$ cat src/hw/nfp_defines.vh
`ifndef NFP_DEFINES_VH
`define NFP_DEFINES_VH
// ****************************************
// operation codes on the user port
// ****************************************
`define NFP_OP_CMD     2'h0
`define NFP_OP_ADDR    2'h1
`define NFP_OP_WRITE   2'h2
`define NFP_OP_READ    2'h3
// ****************************************
// timing
// ****************************************
`define NFP_CLK_HZ       10000000
`define NFP_STROBE_NS    200
`define NFP_STROBE_CYC   ((`NFP_STROBE_NS * (`NFP_CLK_HZ / 1000000) + 999) / 1000)
`define NFP_CS_COUNT     8
`define NFP_CS_IDLE      8'hFF
`endif

$ cat src/hw/nfp_skid_buf.v
// ****************************************
// two-entry buffer, valid/ready both sides
// ****************************************
module nfp_skid_buf #(
   parameter WIDTH = 8
) (
   input  wire             clk,
   input  wire             rst,
   input  wire [WIDTH-1:0] in_data,
   input  wire             in_valid,
   output wire             in_ready,
   output wire [WIDTH-1:0] out_data,
   output wire             out_valid,
   input  wire             out_ready
);
   reg  [WIDTH-1:0] mem_ff [0:1];
   reg              wr_ptr_ff;
   reg              rd_ptr_ff;
   reg  [1:0]       cnt_ff;
   wire             push;
   wire             pop;

   assign in_ready  = (cnt_ff != 2'h2);
   assign out_valid = (cnt_ff != 2'h0);
   assign out_data  = mem_ff[rd_ptr_ff];
   assign push      = in_valid & in_ready;
   assign pop       = out_valid & out_ready;

   always @(posedge clk or posedge rst) begin
      if (rst) begin
         wr_ptr_ff <= 1'b0;
         rd_ptr_ff <= 1'b0;
         cnt_ff    <= 2'h0;
         mem_ff[0] <= {WIDTH{1'b0}};
         mem_ff[1] <= {WIDTH{1'b0}};
      end else begin
         if (push) begin
            mem_ff[wr_ptr_ff] <= in_data;
            wr_ptr_ff         <= ~wr_ptr_ff;
         end
         if (pop)
            rd_ptr_ff <= ~rd_ptr_ff;
         if (push & ~pop)
            cnt_ff <= cnt_ff + 2'h1;
         else if (pop & ~push)
            cnt_ff <= cnt_ff - 2'h1;
      end
   end
endmodule // nfp_skid_buf

$ cat src/hw/nfp_port_ctrl.v
`include "nfp_defines.vh"

// Operation
// commands, addresses and data share one 8-bit two-way flash bus
// selected flash ready/busy line low means busy, high means ready
// command cycle holds command qualifier high; flash latches on strobe rise
// address cycle holds address qualifier high; flash latches on strobe rise
// flash drives data and steps column on each read strobe fall
// target flash chosen by its active-low chip select among eight
// activity lamp driven low during transfer, released after it
// alive lamp driven low only while powered and initialised
// protect switch low reports protection, drives flash protect low, blocks config writes
// switch low mid-transfer: finish work, then assert flash protect
// low reset held 10 ms returns device to reset state; here rst is active high and resets at once, with no hold time
// board supplies 24 MHz reference within 100 ppm; NFP_CLK_HZ here assumes a 10 MHz clock
// at most one chip select active at once
// bus and qualifiers stable through write strobe low phase and rise
module nfp_port_ctrl #(
   parameter STROBE_CYC = `NFP_STROBE_CYC
) (
   input  wire       clk,
   input  wire       rst,
   // user request port
   input  wire [1:0] req_op,
   input  wire [2:0] req_cs,
   input  wire [7:0] req_data,
   input  wire       req_config,
   input  wire       req_valid,
   output wire       req_ready,
   output reg        req_refused_ff,
   // read data out through the buffer
   output wire [7:0] rd_data,
   output wire       rd_valid,
   input  wire       rd_ready,
   output reg        media_protected_ff,
   output reg        flash_ready_ff,
   // flash pins
   input  wire [7:0] flash_io_in,
   output reg  [7:0] flash_io_out_ff,
   output reg        flash_io_oe_n_ff,
   output reg        cmd_latch_ff,
   output reg        addr_latch_ff,
   output reg        write_strobe_n_ff,
   output reg  [1:0] read_strobe_n_ff,
   output reg  [7:0] chip_sel_n_ff,
   input  wire [1:0] ready_busy_n,
   output reg        activity_lamp_n_ff,
   output reg        activity_lamp_oe_n_ff,
   output reg        alive_lamp_n_ff,
   output reg        alive_lamp_oe_n_ff,
   output reg        flash_protect_out_n_ff,
   input  wire       protect_switch_n
);
   // ****************************************
   // state machine
   // ****************************************
   localparam [4:0] ST_IDLE = 5'h01;
   localparam [4:0] ST_LOW  = 5'h02;
   localparam [4:0] ST_HIGH = 5'h04;
   localparam [4:0] ST_PUSH = 5'h08;
   localparam [4:0] ST_INIT = 5'h10;

   reg  [4:0] state_ff;
   reg  [7:0] cnt_ff;
   reg  [1:0] op_ff;
   reg  [1:0] rb_s1_ff;
   reg  [1:0] rb_s2_ff;
   reg        sw_s1_ff;
   reg        sw_s2_ff;
   reg  [7:0] cap_ff;
   reg        cap_valid_ff;
   wire       buf_in_ready;
   wire       take;
   wire       sel_hi;
   wire       rb_sel;

   // ****************************************
   // two-stage sync for the ready/busy and protect switch pins
   // ****************************************
   always @(posedge clk or posedge rst) begin
      if (rst) begin
         rb_s1_ff <= 2'h3;
         rb_s2_ff <= 2'h3;
         sw_s1_ff <= 1'b1;
         sw_s2_ff <= 1'b1;
      end else begin
         rb_s1_ff <= ready_busy_n;
         rb_s2_ff <= rb_s1_ff;
         sw_s1_ff <= protect_switch_n;
         sw_s2_ff <= sw_s1_ff;
      end
   end

   // ****************************************
   // busy line and strobe group select
   // ****************************************
   // chips 0..3 sit on busy line 0 and read strobe 0, chips 4..7 on busy line 1 and read strobe 1
   assign sel_hi    = ~chip_sel_n_ff[0] | ~chip_sel_n_ff[1] | ~chip_sel_n_ff[2] |
                      ~chip_sel_n_ff[3] ? 1'b0 : 1'b1;
   assign rb_sel    = sel_hi ? rb_s2_ff[1] : rb_s2_ff[0];
   assign req_ready = (state_ff == ST_IDLE) & rb_sel;
   assign take      = req_valid & req_ready;

   // ****************************************
   // transfer sequencer
   // ****************************************
   always @(posedge clk or posedge rst) begin
      if (rst) begin
         state_ff               <= ST_INIT;
         cnt_ff                 <= 8'h00;
         op_ff                  <= 2'h0;
         flash_io_out_ff        <= 8'h00;
         flash_io_oe_n_ff       <= 1'b1;
         cmd_latch_ff           <= 1'b0;
         addr_latch_ff          <= 1'b0;
         write_strobe_n_ff      <= 1'b1;
         read_strobe_n_ff       <= 2'h3;
         chip_sel_n_ff          <= `NFP_CS_IDLE;
         activity_lamp_n_ff     <= 1'b1;
         activity_lamp_oe_n_ff  <= 1'b1;
         alive_lamp_n_ff        <= 1'b1;
         alive_lamp_oe_n_ff     <= 1'b1;
         flash_protect_out_n_ff <= 1'b1;
         media_protected_ff     <= 1'b0;
         req_refused_ff         <= 1'b0;
         flash_ready_ff         <= 1'b0;
         cap_ff                 <= 8'h00;
         cap_valid_ff           <= 1'b0;
      end else begin
         flash_ready_ff     <= rb_sel;
         media_protected_ff <= ~sw_s2_ff;
         req_refused_ff     <= 1'b0;
         if (cap_valid_ff & buf_in_ready)
            cap_valid_ff <= 1'b0;
         case (state_ff)
            ST_INIT: begin
               // reset released: device is powered and initialised
               alive_lamp_n_ff    <= 1'b0;
               alive_lamp_oe_n_ff <= 1'b0;
               state_ff           <= ST_IDLE;
            end
            ST_IDLE: begin
               activity_lamp_n_ff    <= 1'b1;
               activity_lamp_oe_n_ff <= 1'b1;
               flash_io_oe_n_ff      <= 1'b1;
               cmd_latch_ff          <= 1'b0;
               addr_latch_ff         <= 1'b0;
               // protect only asserted between transfers, never mid-operation
               flash_protect_out_n_ff <= sw_s2_ff;
               if (take && req_op == `NFP_OP_WRITE && req_config && !sw_s2_ff) begin
                  req_refused_ff <= 1'b1;
               end else if (take) begin
                  op_ff         <= req_op;
                  chip_sel_n_ff <= ~(8'h01 << req_cs);
                  activity_lamp_n_ff    <= 1'b0;
                  activity_lamp_oe_n_ff <= 1'b0;
                  cmd_latch_ff  <= (req_op == `NFP_OP_CMD);
                  addr_latch_ff <= (req_op == `NFP_OP_ADDR);
                  flash_io_out_ff  <= req_data;
                  flash_io_oe_n_ff <= (req_op == `NFP_OP_READ);
                  cnt_ff   <= 8'h00;
                  state_ff <= ST_LOW;
               end
            end
            ST_LOW: begin
               // bus and qualifiers already settled one cycle before strobe falls
               if (op_ff == `NFP_OP_READ)
                  read_strobe_n_ff <= req_cs_strobe(chip_sel_n_ff);
               else
                  write_strobe_n_ff <= 1'b0;
               if (cnt_ff == STROBE_CYC[7:0]) begin
                  cnt_ff   <= 8'h00;
                  state_ff <= ST_HIGH;
               end else
                  cnt_ff <= cnt_ff + 8'h01;
            end
            ST_HIGH: begin
               write_strobe_n_ff <= 1'b1;
               read_strobe_n_ff  <= 2'h3;
               if (op_ff == `NFP_OP_READ) begin
                  cap_ff       <= flash_io_in;
                  cap_valid_ff <= 1'b1;
               end
               state_ff <= ST_PUSH;
            end
            ST_PUSH: begin
               // stall here until the buffer took the read byte
               if (!cap_valid_ff || buf_in_ready) begin
                  chip_sel_n_ff <= `NFP_CS_IDLE;
                  state_ff      <= ST_IDLE;
                  // lamp goes dark with the transfer, on the same edge that ready shows again
                  activity_lamp_n_ff    <= 1'b1;
                  activity_lamp_oe_n_ff <= 1'b1;
               end
            end
            default: state_ff <= ST_IDLE;
         endcase
      end
   end

   // ****************************************
   // read strobe group of the selected chip
   // ****************************************
   function [1:0] req_cs_strobe;
      input [7:0] cs_n;
      begin
         req_cs_strobe = (&cs_n[3:0]) ? 2'h1 : 2'h2;
      end
   endfunction

   // ****************************************
   // read data buffer, absorbs a stalled receiver
   // ****************************************
   nfp_skid_buf #(
      .WIDTH (8)
   ) u_rd_buf (
      .clk       (clk),
      .rst       (rst),
      .in_data   (cap_ff),
      .in_valid  (cap_valid_ff),
      .in_ready  (buf_in_ready),
      .out_data  (rd_data),
      .out_valid (rd_valid),
      .out_ready (rd_ready)
   );
endmodule // nfp_port_ctrl

$ cat config.mk
export PLATFORM = sky130hd
export DESIGN_NAME = nfp_port_ctrl
export DESIGN_NICKNAME = d
export VERILOG_FILES = /design/src/hw/nfp_skid_buf.v /design/src/hw/nfp_port_ctrl.v
export VERILOG_INCLUDE_DIRS = /design/src /design/src/hw
export SDC_FILE = /design/constraint.sdc
export NUM_CORES = 1
export LEC_CHECK = 0
export ABC_CLOCK_PERIOD_IN_PS = 2250
export BUFFER_PORTS_ARGS = -buffer_cell sky130_fd_sc_hd__buf_2
export CORE_MARGIN = 2
export CORE_UTILIZATION = 54
export DETAILED_ROUTE_END_ITERATION = 12
export PLACE_DENSITY_LB_ADDON = 0.05
export SLEW_MARGIN = 20
export SYNTH_ARGS = -nofsm -noshare
export SYNTH_HDL_FRONTEND = slang
export SYNTH_SLANG_ARGS = --single-unit
$ cat constraint.sdc
create_clock -name clk -period 2.25 [get_ports clk]
set_input_delay 0.1125 -clock clk [delete_from_list [all_inputs] [get_ports clk]]
set_output_delay 0.1125 -clock clk [all_outputs]
set_load 0.005 [all_outputs]
==> results.py <==
metrics = {
    "power": {
        "power-per-cell-area_nw_per_um2": 952,
        "p_leak_nw": 2.05,
        "ir_drop_v": 0.000640,
    },
    "worst_setup_path": {
        "required_ps": 2470,
        "rrSetupSlack_ps": 190,
        "path_class": "reg2reg",
        "critPathLaunchType": "flop",
        "reg2reg_to": "op_ff[1]",
        "endpoint": "op_ff[1]",
        "r2r-start": "state_ff[1]",
        "critPathMaxFanout": 13,
        "r2r_cells": 5,
        "critPathArrivalTime_ps": 2280,
        "crit_start": "state_ff[1]",
        "critPathCaptureType": "flop",
    },
    "synth": {
        "synthFlopType": "dfrtp_1",
        "async_flop_share": 1.00,
        "syn_avg_cell_area_um2": 13.2,
        "ys_ff_latch": 78,
        "yosysSeqAreaShare": 0.586,
        "synth-edff-count": 0,
        "syn_inst": 256,
        "synth_fp_nets": 288,
        "netlist_area_um2": 3380,
        "synth_cell_type_count": 50,
        "synth_warnings": 0,
    },
    "min_path": {
        "hp-start": "flash_io_in[0]",
        "min_path_type": "in2reg",
    },
    "timing": {
        "period_share": 0.914,
        "finClkSkew_ps": 12.3,
        "max_freq_mhz": 486,
        "rsz0062_at_grt": "false",
        "tns_ps": 0,
        "slew_headroom": 0.483,
        "slew_violations": 0,
        "tightest_slew_ps": 772,
        "hold_violations": 0,
        "setup_viol": 0,
        "fin_crit_ps": 2060,
    },
    "placed_design": {
        "hpwlAfterDp_mm": 4.55,
        "dp.cells": 397,
        "placed_area_um2": 3810,
        "place.gp.congestion": 0.827,
        "port-buffer-count": 68,
    },
    "grt": {
        "grt_first_pass_wirelength_mm": 11.4,
        "grt_start_max_net_pins": 79,
        "grt_pass1_vias": 2422,
        "antenna_found_initial": 0,
        "grt_util_all_layers": 0.209,
        "grt_overflow": 0,
    },
    "clock_tree": {
        "clock_sinks": 78,
        "h-tree-depth": 3,
        "cts_tree": "yes",
        "cts_resized": 0,
        "cts_root_buf": "clkbuf_8",
        "clkLatencyLatePin_ps": 350,
        "cts-buffers-inserted": 9,
        "clk_pin_slew_ps": 80,
        "cts_buffer_depth": 2,
    },
    "detailed_routing": {
        "wire_per_inst_um": 15.6,
        "drc": 0,
        "dr.pass1.iters": 4,
        "totalWireLength_mm": 6.79,
        "vias": 2315,
        "first_iter_violations": 134,
        "ant_nets": 0,
        "via_per_inst": 5.33,
    },
    "layout": {
        "mostFrequentLayoutCells": "buf_2, dfrtp_1, mux2_2, dfstp_2, dlygate4sd3_1",
        "design_area_um2": 4220,
        "fill_cells": 421,
        "final_net_count": 386,
        "fin_cells": 434,
        "final_common_cell": "buf_2",
        "final_layout_size_suffix_gt1_frac": 0.471,
        "area_growth_pct": 25.0,
        "antenna_cells": 0,
    },
    "floorplanning": {
        "rows": 28,
        "io_pins": 69,
        "dieArea_um2": 6900,
        "initial_core_util": 0.563,
        "die_h_um": 83.1,
        "placeableCoreArea_um2": 5990,
        "die_w_um": 83.1,
    },
    "status": {
        "status": "completed",
    },
    "run": {
        "cap_violations": 0,
    },
}
## flip-flops by register name (all words and copies together) (netlist names), 2 cells and up
name              flops
rb_s1_ff              2
state_ff              5
rb_s2_ff              2
u_rd_buf.mem_ff      16
u_rd_buf.cnt_ff       2
cnt_ff                8
read_strobe_n_ff      2
flash_io_out_ff       8
cap_ff                8
op_ff                 2
chip_sel_n_ff         8
## cell type report
cell class,count,area [µm²],share of cell area
clock buffers,10,138,0.0326
clock inverters,6,61.3,0.0145
inverters,8,30.0,0.00712
multi-input cells,163,1320,0.312
flip-flops and latches,78,1980,0.469
well taps,75,93.8,0.0222
repair buffers,94,601,0.142
## critical path, cell delays in order, from the launching register on
cell	delay, ps
dfrtp_1	410
or3_4	440
nand3b_4	230
nor2_2	220
nand2_2	260
mux2_4	370
## how the worst min path moves through the flow
| stage | endpoint | slack, ps | cells after the start |
|---|---|---|---|
| global placement | sw_s1_ff | 220 | 1 |
| global route | cap_ff[0] | 10 | 2 |
| floorplan | rb_s1_ff[0] | 120 | 0 |
| detailed placement | rb_s1_ff[1] | 220 | 1 |
| finish | cap_ff[0] | 10 | 2 |
| CTS | cap_ff[0] | 2 | 2 |
## Yosys cell counts (all sizes together), types with 2 or more instances
library cell  instances  share of area
dfstp                22           0.17
o22a                  2         0.0052
ha                    3          0.011
or2                   2         0.0037
nand2                20          0.023
and2                  3         0.0063
inv                   8         0.0089
clkbuf                2         0.0022
nor2                 13          0.015
o21a                  2         0.0044
xnor2                 4          0.010
dfrtp                56           0.42
a21oi                 8          0.012
nand4                 4         0.0074
mux2                 45           0.16
and3                  3         0.0056
nor2b                 3         0.0056
a31oi                 5         0.0093
buf                   5          0.013
o31ai                 2         0.0044
xor2                  3         0.0078
nand3                 6         0.0089
o21ai                12          0.019
a41oi                 4          0.010
## layer usage
layer | up-vias | GRT usage | wire length, µm
met5 | - | 0 | 0
met4 | 0 | 0.0671 | 82
met3 | 9 | 0.0567 | 319
met2 | 58 | 0.331 | 3120
met1 | 1140 | 0.284 | 3270
li1 | 1108 | - | -
## where the power goes
part / total (W) / internal, W / switching (W)
logic: 0.00101 / 0.000563 / 0.000445
clock network: 0.00106 / 0.000539 / 0.000519
registers: 0.00195 / 0.00173 / 0.000223
## cells by family (layout without fill, tap and decap cells)
logic type / Yosys count / in the layout / share of synthesized area
AO/OA/AOI/OAI: 41 / 41 / 0.0856
XOR/XNOR: 7 / 7 / 0.0182
adder cells (fa/ha/maj): 3 / 3 / 0.0111
buffers and inverters: 15 / 118 / 0.0237
flip-flops: 78 / 78 / 0.586
multiplexers: 46 / 46 / 0.162
other: 1 / 1 / 0.00111
AND/OR/NAND/NOR: 65 / 65 / 0.112
## stage by stage
stage                util  setup slack, ps  total power [W]  hold slack, ps
floorplan               -              179          0.00257             117
global route        0.704             27.0          0.00423            14.7
CTS                 0.704              189          0.00405            2.11
global placement    0.636              289          0.00293             218
detailed placement  0.636              221          0.00296             219
finish              0.704              194          0.00402            14.2
## repair_timing
action	in CTS	in global routing
setup buffers	0	0
hold buffers	21	0
endpoints found under the hold margin	76	0
(Power assumes the default switching activity.)
